[src/tmc_pkg.sv]
// Constants shared by the timer mode, capture and clock-select logic.
// Assumes an 8-bit register port with byte-wide data.
package tmc_pkg;
   // Register offsets
   localparam logic [7:0]  ADDR_CTRL_A  = 8'h80;
   localparam logic [7:0]  ADDR_CTRL_B  = 8'h81;
   localparam logic [7:0]  ADDR_CNT_L   = 8'h84;
   localparam logic [7:0]  ADDR_CNT_H   = 8'h85;
   localparam logic [7:0]  ADDR_ICR_L   = 8'h86;
   localparam logic [7:0]  ADDR_ICR_H   = 8'h87;
   localparam logic [7:0]  ADDR_OCRA_L  = 8'h88;
   localparam logic [7:0]  ADDR_OCRA_H  = 8'h89;
   localparam logic [7:0]  ADDR_FLAGS   = 8'h8F;
   // Reset values
   localparam logic [7:0]  CTRL_B_RESET = 8'h00;
   localparam logic [1:0]  CTRL_A_RESET = 2'h0;
   localparam logic [15:0] WORD_RESET   = 16'h0000;
   // Control B fields
   localparam int          B_FILTER     = 7;
   localparam int          B_EDGE       = 6;
   localparam int          B_RETRIG     = 5;
   localparam int          B_WGM_HI     = 4;
   localparam int          B_WGM_LO     = 3;
   localparam int          B_CS_HI      = 2;
   // Flag register fields
   localparam int          F_OVF        = 0;
   localparam int          F_CAP        = 5;
   // Fixed TOP values and count limits
   localparam logic [15:0] TOP_8BIT     = 16'h00FF;
   localparam logic [15:0] TOP_9BIT     = 16'h01FF;
   localparam logic [15:0] TOP_10BIT    = 16'h03FF;
   localparam logic [15:0] CNT_MAX      = 16'hFFFF;
   localparam logic [15:0] CNT_BOTTOM   = 16'h0000;
   // Prescaler taps: divide by 8, 64, 256, 1024
   localparam logic [9:0]  PRE_MASK8    = 10'h007;
   localparam logic [9:0]  PRE_MASK64   = 10'h03F;
   localparam logic [9:0]  PRE_MASK256  = 10'h0FF;
   localparam logic [9:0]  PRE_MASK1024 = 10'h3FF;
   // Clock select codes
   localparam logic [2:0]  CS_STOP      = 3'h0;
   localparam logic [2:0]  CS_DIV1      = 3'h1;
   localparam logic [2:0]  CS_DIV8      = 3'h2;
   localparam logic [2:0]  CS_DIV64     = 3'h3;
   localparam logic [2:0]  CS_DIV256    = 3'h4;
   localparam logic [2:0]  CS_DIV1024   = 3'h5;
   localparam logic [2:0]  CS_EXT_FALL  = 3'h6;
   localparam logic [2:0]  CS_EXT_RISE  = 3'h7;
   // Capture filter history patterns: four high or four low samples
   localparam logic [3:0]  FILT_ALL1    = 4'hF;
   localparam logic [3:0]  FILT_ALL0    = 4'h0;
   // Count direction for dual-slope modes
   typedef enum logic [1:0] {DIR_UP = 2'b01, DIR_DOWN = 2'b10} tmc_dir_t;
endpackage

[src/tmc_capture_filter.sv]
// Capture pin synchroniser, optional four-sample noise filter and edge detector.
// Assumes the pin is asynchronous to mclk.
`timescale 1ns/100ps
module tmc_capture_filter (
   // Clock and reset
   input  wire logic mclk,
   input  wire logic rst,
   input  wire logic ce,
   // Control
   input  wire logic filterEn,
   input  wire logic risingSel,
   input  wire logic captureEn,
   // Pin and event
   input  wire logic capturePin,
   output logic      captureEvent
);
   logic       sync1;
   logic       sync2;
   logic [3:0] hist;
   logic       filtered;
   logic       prevLevel;
   logic       next_filtered;
   wire        allHigh = hist == tmc_pkg::FILT_ALL1;
   wire        allLow  = hist == tmc_pkg::FILT_ALL0;

   // Unfiltered path also takes one flop so the filter adds exactly four cycles
   assign next_filtered = !filterEn ? sync2 : allHigh ? 1'b1 : allLow ? 1'b0 : filtered;

   always_ff @(posedge mclk) begin
      if (rst) begin
         sync1     <= 1'b0;
         sync2     <= 1'b0;
         hist      <= tmc_pkg::FILT_ALL0;
         filtered  <= 1'b0;
         prevLevel <= 1'b0;
      end else if (ce) begin
         sync1     <= capturePin;
         sync2     <= sync1;
         hist      <= {hist[2:0], sync2};
         filtered  <= next_filtered;
         prevLevel <= filtered;
      end
   end

   assign captureEvent = ce && captureEn &&
                         (risingSel ? (filtered && !prevLevel) : (!filtered && prevLevel));
endmodule

[src/tmc_timer.sv]
// Timer mode decoder, control register B, clock select and input capture.
// Assumes a same-clock register port; capture and count pins are asynchronous.
//
// Behaviour
// - Modes 2,3 dual-slope to TOP 0x01FF/0x03FF; compare at TOP, overflow at BOTTOM.
// - Mode 4 clears on compare A; compare immediate; overflow at MAX.
// - Modes 8,9 phase-frequency PWM, TOP capture/compare A; update and overflow at BOTTOM.
// - Mode 12 clears on capture value; compare immediate; overflow at MAX.
// - Control B at 0x81, reset 0x00, fields filter/edge/retrigger/mode/clock.
// - Control B bits 4:3 form mode bits 3:2.
// - Filter output changes only after four agreeing samples.
// - Filter adds four cycles of capture latency.
// - Edge select: zero falling, one rising.
// - Capture edge copies counter to capture register and sets capture flag.
// - Capture disabled while capture register is TOP.
// - Clock code 000 stops timer, 001 counts every I/O clock.
// - External count pin counts even when driven as an output.
// - Codes 010-101 divide by 8/64/256/1024; 110/111 external falling/rising.
// - Control A bits 1:0 form mode bits 1:0.
//
// Chosen here: the strobed register port.
`timescale 1ns/100ps
module tmc_timer (
   // Clock and reset
   input  wire logic        mclk,
   input  wire logic        rst,
   input  wire logic        ce,
   // Register port
   input  wire logic [7:0]  addr,
   input  wire logic [7:0]  wdata,
   input  wire logic        wr,
   input  wire logic        rd,
   output logic      [7:0]  rdata,
   // Pins
   input  wire logic        capturePin,
   input  wire logic        extCountPin,
   // Timer state
   output logic      [15:0] count,
   output logic             overflowFlag,
   output logic             captureFlag
);
   logic [1:0]           ctrlA;
   logic [7:0]           ctrlB;
   logic [15:0]          icr;
   logic [15:0]          ocrA;
   logic [15:0]          ocrABuf;
   logic [9:0]           pre;
   logic                 extSync1;
   logic                 extSync2;
   logic                 extPrev;
   tmc_pkg::tmc_dir_t    dir;
   tmc_pkg::tmc_dir_t    next_dir;
   logic [15:0]          next_count;
   logic [7:0]           next_rdata;
   logic                 captureEvent;

   function automatic logic [15:0] topValue(input logic [3:0] m, input logic [15:0] a, input logic [15:0] c);
      unique case (m)
         4'd1, 4'd5:               topValue = tmc_pkg::TOP_8BIT;
         4'd2, 4'd6:               topValue = tmc_pkg::TOP_9BIT;
         4'd3, 4'd7:               topValue = tmc_pkg::TOP_10BIT;
         4'd4, 4'd9, 4'd11, 4'd15: topValue = a;
         4'd8, 4'd10, 4'd12, 4'd14: topValue = c;
         default:                  topValue = tmc_pkg::CNT_MAX;
      endcase
   endfunction

   function automatic logic clockTick(input logic [2:0] cs, input logic [9:0] p,
                                      input logic rise, input logic fall);
      unique case (cs)
         tmc_pkg::CS_STOP:     clockTick = 1'b0;
         tmc_pkg::CS_DIV1:     clockTick = 1'b1;
         tmc_pkg::CS_DIV8:     clockTick = (p & tmc_pkg::PRE_MASK8) == tmc_pkg::PRE_MASK8;
         tmc_pkg::CS_DIV64:    clockTick = (p & tmc_pkg::PRE_MASK64) == tmc_pkg::PRE_MASK64;
         tmc_pkg::CS_DIV256:   clockTick = (p & tmc_pkg::PRE_MASK256) == tmc_pkg::PRE_MASK256;
         tmc_pkg::CS_DIV1024:  clockTick = p == tmc_pkg::PRE_MASK1024;
         tmc_pkg::CS_EXT_FALL: clockTick = fall;
         tmc_pkg::CS_EXT_RISE: clockTick = rise;
      endcase
   endfunction

   // Mode decode
   wire [3:0]  mode     = {ctrlB[tmc_pkg::B_WGM_HI:tmc_pkg::B_WGM_LO], ctrlA};
   wire        isDual   = (mode >= 4'd1 && mode <= 4'd3) || (mode >= 4'd8 && mode <= 4'd11);
   wire        updImm   = mode == 4'd0 || mode == 4'd4 || mode == 4'd12 || mode == 4'd13;
   wire        updBot   = mode == 4'd8 || mode == 4'd9;
   wire        ovfAtTop = (mode >= 4'd5 && mode <= 4'd7) || mode == 4'd14 || mode == 4'd15;
   wire        topIsIcr = mode == 4'd8 || mode == 4'd10 || mode == 4'd12 || mode == 4'd14;
   wire [15:0] top      = topValue(mode, ocrA, icr);
   wire        atTop    = count == top;
   wire        atBot    = count == tmc_pkg::CNT_BOTTOM;
   wire        goingDn  = dir == tmc_pkg::DIR_DOWN;

   // Clock select; external pin is sampled whatever its port direction
   wire        extRise  = extSync2 && !extPrev;
   wire        extFall  = !extSync2 && extPrev;
   wire        tick     = ce && clockTick(ctrlB[tmc_pkg::B_CS_HI:0], pre, extRise, extFall);

   // Event decode
   wire        bottomHit = tick && isDual && goingDn && atBot;
   wire        topHit    = tick && atTop && !(isDual && goingDn);
   wire        ovfSet    = updImm ? (tick && count == tmc_pkg::CNT_MAX) :
                           ovfAtTop ? topHit : bottomHit;
   wire        ocrLoad   = updImm || (updBot ? bottomHit : topHit);
   wire        capTake   = captureEvent;

   // Register port decode
   wire        wrCtrlA  = wr && addr == tmc_pkg::ADDR_CTRL_A;
   wire        wrCtrlB  = wr && addr == tmc_pkg::ADDR_CTRL_B;
   wire        wrCntL   = wr && addr == tmc_pkg::ADDR_CNT_L;
   wire        wrCntH   = wr && addr == tmc_pkg::ADDR_CNT_H;
   wire        wrIcrL   = wr && addr == tmc_pkg::ADDR_ICR_L;
   wire        wrIcrH   = wr && addr == tmc_pkg::ADDR_ICR_H;
   wire        wrOcrL   = wr && addr == tmc_pkg::ADDR_OCRA_L;
   wire        wrOcrH   = wr && addr == tmc_pkg::ADDR_OCRA_H;
   wire        wrFlags  = wr && addr == tmc_pkg::ADDR_FLAGS;
   wire        clrOvf   = wrFlags && wdata[tmc_pkg::F_OVF];
   wire        clrCap   = wrFlags && wdata[tmc_pkg::F_CAP];
   wire        cntWr    = wrCntL || wrCntH;

   // Counter sequencing
   always_comb begin
      next_count = count;
      next_dir   = tmc_pkg::DIR_UP;
      if (isDual) begin
         next_dir = dir;
         if (!goingDn) begin
            next_count = atTop ? count - 16'h0001 : count + 16'h0001;
            next_dir   = atTop ? tmc_pkg::DIR_DOWN : tmc_pkg::DIR_UP;
         end else begin
            next_count = atBot ? count + 16'h0001 : count - 16'h0001;
            next_dir   = atBot ? tmc_pkg::DIR_UP : tmc_pkg::DIR_DOWN;
         end
      end else begin
         next_count = atTop ? tmc_pkg::CNT_BOTTOM : count + 16'h0001;
      end
   end

   always_ff @(posedge mclk) begin
      if (rst) begin
         count <= tmc_pkg::WORD_RESET;
         dir   <= tmc_pkg::DIR_UP;
      end else if (ce) begin
         if (wrCntL) begin
            count <= {count[15:8], wdata};
         end else if (wrCntH) begin
            count <= {wdata, count[7:0]};
         end else if (tick) begin
            count <= next_count;
         end
         if (!isDual) begin
            dir <= tmc_pkg::DIR_UP;
         end else if (tick && !cntWr) begin
            dir <= next_dir;
         end
      end
   end

   // Control registers, compare buffer and prescaler
   always_ff @(posedge mclk) begin
      if (rst) begin
         ctrlA   <= tmc_pkg::CTRL_A_RESET;
         ctrlB   <= tmc_pkg::CTRL_B_RESET;
         ocrA    <= tmc_pkg::WORD_RESET;
         ocrABuf <= tmc_pkg::WORD_RESET;
         pre     <= 10'h000;
      end else if (ce) begin
         if (wrCtrlA) begin
            ctrlA <= wdata[1:0];
         end
         if (wrCtrlB) begin
            ctrlB <= wdata;
         end
         if (wrOcrL) begin
            ocrABuf <= {ocrABuf[15:8], wdata};
         end
         if (wrOcrH) begin
            ocrABuf <= {wdata, ocrABuf[7:0]};
         end
         if (ocrLoad) begin
            ocrA <= ocrABuf;
         end
         pre <= pre + 10'h001;
      end
   end

   // External count pin synchroniser
   always_ff @(posedge mclk) begin
      if (rst) begin
         extSync1 <= 1'b0;
         extSync2 <= 1'b0;
         extPrev  <= 1'b0;
      end else if (ce) begin
         extSync1 <= extCountPin;
         extSync2 <= extSync1;
         extPrev  <= extSync2;
      end
   end

   // Capture register and flags; a setting event wins over a clear
   always_ff @(posedge mclk) begin
      if (rst) begin
         icr          <= tmc_pkg::WORD_RESET;
         captureFlag  <= 1'b0;
         overflowFlag <= 1'b0;
      end else if (ce) begin
         if (capTake) begin
            icr <= count;
         end else if (wrIcrL) begin
            icr <= {icr[15:8], wdata};
         end else if (wrIcrH) begin
            icr <= {wdata, icr[7:0]};
         end
         captureFlag  <= capTake || (captureFlag && !clrCap);
         overflowFlag <= ovfSet || (overflowFlag && !clrOvf);
      end
   end

   tmc_capture_filter u_capture (
      .mclk         (mclk),
      .rst          (rst),
      .ce           (ce),
      .filterEn     (ctrlB[tmc_pkg::B_FILTER]),
      .risingSel    (ctrlB[tmc_pkg::B_EDGE]),
      .captureEn    (!topIsIcr),
      .capturePin   (capturePin),
      .captureEvent (captureEvent)
   );

   // Read data, valid only in the cycle after the strobe
   always_comb begin
      unique case (addr)
         tmc_pkg::ADDR_CTRL_A: next_rdata = {6'h00, ctrlA};
         tmc_pkg::ADDR_CTRL_B: next_rdata = ctrlB;
         tmc_pkg::ADDR_CNT_L:  next_rdata = count[7:0];
         tmc_pkg::ADDR_CNT_H:  next_rdata = count[15:8];
         tmc_pkg::ADDR_ICR_L:  next_rdata = icr[7:0];
         tmc_pkg::ADDR_ICR_H:  next_rdata = icr[15:8];
         tmc_pkg::ADDR_OCRA_L: next_rdata = ocrABuf[7:0];
         tmc_pkg::ADDR_OCRA_H: next_rdata = ocrABuf[15:8];
         tmc_pkg::ADDR_FLAGS:  next_rdata = {2'h0, captureFlag, 4'h0, overflowFlag};
         default:              next_rdata = 8'h00;
      endcase
   end

   always_ff @(posedge mclk) begin
      if (rst) begin
         rdata <= 8'h00;
      end else begin
         rdata <= rd ? next_rdata : 8'h00;
      end
   end
endmodule

[config.mk]
export PLATFORM = sky130hd
export DESIGN_NAME = tmc_timer
export DESIGN_NICKNAME = d
export VERILOG_FILES = /design/src/tmc_pkg.sv /design/src/tmc_capture_filter.sv /design/src/tmc_timer.sv
export SDC_FILE = /design/constraint.sdc
export NUM_CORES = 1
export LEC_CHECK = 0
export ABC_AREA = 1
export BUFFER_PORTS_ARGS = -buffer_cell sky130_fd_sc_hd__buf_2
export CAP_MARGIN = 15
export CELL_PAD_IN_SITES_DETAIL_PLACEMENT = 0
export CELL_PAD_IN_SITES_GLOBAL_PLACEMENT = 2
export CORE_ASPECT_RATIO = 0.8
export CORE_MARGIN = 2
export CORE_UTILIZATION = 35
export DETAILED_ROUTE_END_ITERATION = 10
export GPL_TIMING_DRIVEN = 0
export PLACE_DENSITY = 0.87
export SLEW_MARGIN = 20
export SYNTH_ARGS = -nofsm -noshare
export SYNTH_HDL_FRONTEND = slang
export SYNTH_SLANG_ARGS = --single-unit
[constraint.sdc]
create_clock -name mclk -period 4.1 [get_ports mclk]
set_input_delay 0.205 -clock mclk [delete_from_list [all_inputs] [get_ports mclk]]
set_output_delay 0.205 -clock mclk [all_outputs]
set_load 0.01 [all_outputs]
==> summary.txt <==
Power
  – Worst IR Drop VDD: 0.000159 V
  – Total power per unit cell area: 283 mW/mm2
  – Leakage power of the design: ~3.3 nW

STA
  – Final max-slew violation count: 0
  – Setup repair after global routing missed its margin: false
  – Count of endpoints failing hold in the final timing report: 0
  – Hold WS: just under 0.06 ns
  – Final setup viols: 0
  – Setup TNS Final: 0 ns
  – Fin crit share: 0.739
  – PnR worst setup slack: around 1.1 ns
  – Max transition margin: 0.216
  – Worst Skew: just over 0.01 ns
  – Final period demand of the worst path: 3.03 ns
  – Fmax: 0.330 GHz
  – Worst-Margin Slew: around 1.2 ns

Cells and area
  – Number of nets in the layout: between 1,000 and 1,500
  – Filler cell count: 2,173
  – Final core utilization: 0.404
  – Layout overhead on the synthesized area: 12.5%
  – Cell area after layout: approximately 0.0077 mm2
  – Fraction of layout cells with a size suffix above 1: 0.0954
  – Antenna diode count: 0

Critical path
  – Slack of the worst reg-to-reg path: 1.07 ns
  – Critical Path Sink Type: register
  – Crit start category: register
  – Startpoint of the worst-slack reg-to-reg timing path: ctrlA[1]$_SDFFE_PP0P_
  – Critical Path Source: ctrlA[1]$_SDFFE_PP0P_
  – Arrival time reported for the critical path endpoint: approximately 3.3 ns
  – Required time at the worst-slack endpoint: between 4 and 5 ns
  – Biggest fanout along the worst timing path: 10
  – Kind of critical path: register to register

Floorplan
  – Area of the placeable core: about 0.019 mm2
  – Die ar.: slightly above 0.02 mm2
  – Height of the die: approximately 130 um
  – Die Width: 160 um
  – Number of top-level pins: 49
  – Row count: 45
  – Starting utilization of the core area: 0.359

Clocking
  – Number of buffers inserted during clock tree synthesis: 9
  – Cell chosen for the clock root: clkbuf_16
  – Clk slew on worst S/H paths: around 0.080 ns
  – Clock tree from TritonCTS: yes
  – Deepest clock path buffer count: 2
  – Count of buffers added by post-CTS timing repair for setup: 0
  – Skew-Pair Late Insertion Delay: between 0.3 and 0.4 ns
  – Number of H-tree levels: 3
  – Quantity of gates resized following cts: 0
  – # hold bufs at CTS: 0
  – Total clock sinks: between 100 and 150

Route
  – DRC viols: 0
  – Total via count after detailed routing: approximately 7,600
  – Post-detailed-route wirelength per cell: roughly 21 um
  – Wire length reported by the detailed router: about 29 mm
  – Number of DRC markers after the initial detailed-route iteration: about 890
  – Length of the first detailed-routing pass in iterations: 6
  – Number of nets still failing antenna checks after routing: 0
  – Vias/cell: around 5.4

Logic synthesis
  – Distinct cells, synth: 44
  – Netlist area before placement: a little under 0.007 mm2
  – Average size of a mapped cell: 6.31 um2
  – Top cell type's share of synthesized area: 0.314
  – Number of nets produced by synthesis: 1,109
  – YS warnings: 0
  – Proportion of synthesized chip area in sequential cells: 0.314
  – Total of flip-flops plus latches after synthesis: roughly 110
  – Post-synth top area cell: dfxtp_1
  – Cells after synthesis: 1,081
  – Leading cell types by total area after synthesis: dfxtp_1 31%, nand2_1 13%, a21oi_1 8.1%

Global routing
  – Met2 track demand over resource: 0.409
  – Met1 Resource Use GR: 0.429
  – Fraction of met3 tracks used by global routing: 0.0606
  – Maximum number of pins on one net before global-route repair: 19
  – Initial antenna violation count: 0
  – Vias in the first global route: 6,951
  – Most utilized layer in the global route result: met1
  – Wire length of the first global-routing pass: 43.6 mm
  – Remaining Overflow, GRT: 0
  – GRT Resource Usage Total: 0.283

Job
  – Max cap viols: 0

Place
  – Count of buffers from port buffering: 46
  – Placed wire-length estimate: approximately 22 mm
  – Final weighted congestion in routability-driven placement: 0.950
  – Worst slack at placement: 1.08 ns
  – Standard cell area after detailed placement: 0.00738 mm2

Hold path
  – Critical hold path startpoint: extCountPin
  – Worst hold path type: primary input to register

Outcome
  – Result of the run: completed
[through the flow]
step           power (mW)  instances
6_report             2.17       1401
5_1_grt              2.25       1401
4_1_cts              2.18       1401
3_5_place_dp         1.27       1385
3_3_place_gp         1.27       1385
2_1_floorplan        1.20       1081
[sequential cells by signal (all words and copies together), names as in the netlist, 4 cells and up]
name	flops
ocrABuf	16
count	16
u_capture.hist	4
ocrA	16
rdata	8
ctrlB	8
icr	16
pre	10
[power breakdown]
part	internal [mW]	switching [mW]	leakage (nW)	total, mW
Clock	0.483	0.436	0.149	0.919
Sequential	1.06	0.0231	0.869	1.09
Combinational	0.0481	0.119	2.26	0.167
[per-layer routing]
metal / routed length, um / vias to the layer above
li1: - / 3726
met1: 14300 / 3488
met2: 11400 / 358
met3: 2740 / 41
met4: 539 / 0
met5: 0 / -
[cells in the mapped netlist]
cell type / instances
a2111oi_0: 1
a211oi_1: 2
a21oi_1: 110
a221oi_1: 10
a311oi_1: 3
a31oi_1: 8
buf_1: 4
buf_2: 8
buf_6: 6
clkbuf_1: 30
clkinv_2: 1
dfxtp_1: 107
ha_1: 5
inv_1: 130
inv_2: 5
nand2_1: 231
nand2_2: 5
nand2_4: 5
nand3_1: 95
nand3b_1: 2
nand4_1: 19
nand4_2: 3
nor2_1: 120
nor2_2: 4
nor2_4: 2
nor3_1: 18
nor3_2: 1
nor3b_1: 2
nor4_1: 3
o211a_1: 2
o211ai_1: 9
o21a_1: 2
o21ai_0: 75
o21ai_2: 2
o21ai_4: 1
o21bai_1: 1
o221a_2: 1
o221ai_1: 7
o22ai_1: 14
o31ai_1: 2
o41ai_1: 1
or2_2: 4
or4_1: 1
xor2_1: 19
[cell usage in the layout, fill, tap and decap left out, types with 5 or more instances in the layout]
cell and n:
dfxtp_1 107, a221oi_1 10, o21ai_0 75, a31oi_1 8, o211ai_1 9, o22ai_1 14
buf_6 6, nand3_1 95, nand2_2 5, xor2_1 19, a21oi_1 110, buf_2 54
inv_2 5, inv_1 130, o221ai_1 7, nor3_1 18, nor2_1 120, nand2_1 231
ha_1 5, nand2_4 5, nand4_1 19, clkbuf_16 9, clkbuf_1 31
[logic make-up after synthesis]
family | after synthesis | share of synthesized area
AO/OA/AOI/OAI | 251 | 0.211
AND/OR/NAND/NOR | 515 | 0.332
flip-flops | 107 | 0.314
buffers and inverters | 184 | 0.109
XOR/XNOR | 19 | 0.0244
adder cells (fa/ha/maj) | 5 | 0.00917
[critical path, cell delays in order, from the launching register on]
cell and delay, ns:
dfxtp_1 0.52, nor2_2 0.08, nand2_2 0.20, buf_2 0.24
nand3_1 0.19, nand4_1 0.15, nand2_1 0.14, nor2_1 0.13
nand2_1 0.09, nor2_4 0.20, nand2_4 0.14, clkinv_2 0.08
nand2_2 0.07, o21ai_4 0.28, buf_6 0.18, nand3_1 0.07
nand2_1 0.11, nor2_1 0.05
[final cells by class]
class / count / area, um2 / area share
multi-input cells: 790 / 3940 / 0.513
flip-flops and latches: 107 / 2140 / 0.279
repair buffers: 46 / 230 / 0.0300
clock inverters: 6 / 72.6 / 0.00945
inverters: 136 / 512 / 0.0666
well taps: 258 / 323 / 0.0420
plain buffers: 48 / 235 / 0.0306
clock buffers: 10 / 229 / 0.0298
[final timing paths]
check / endpoint / cells past startpoint
worst min-delay path: extSync1$_SDFFE_PP0P_ / 3
worst max-delay path: ocrA[11]$_SDFFE_PP0P_ / 17
worst max register to register: ocrA[11]$_SDFFE_PP0P_ / 17
worst min register to register: u_capture.prevLevel$_SDFFE_PP0P_ / 2
(Power assumes the default switching activity.)
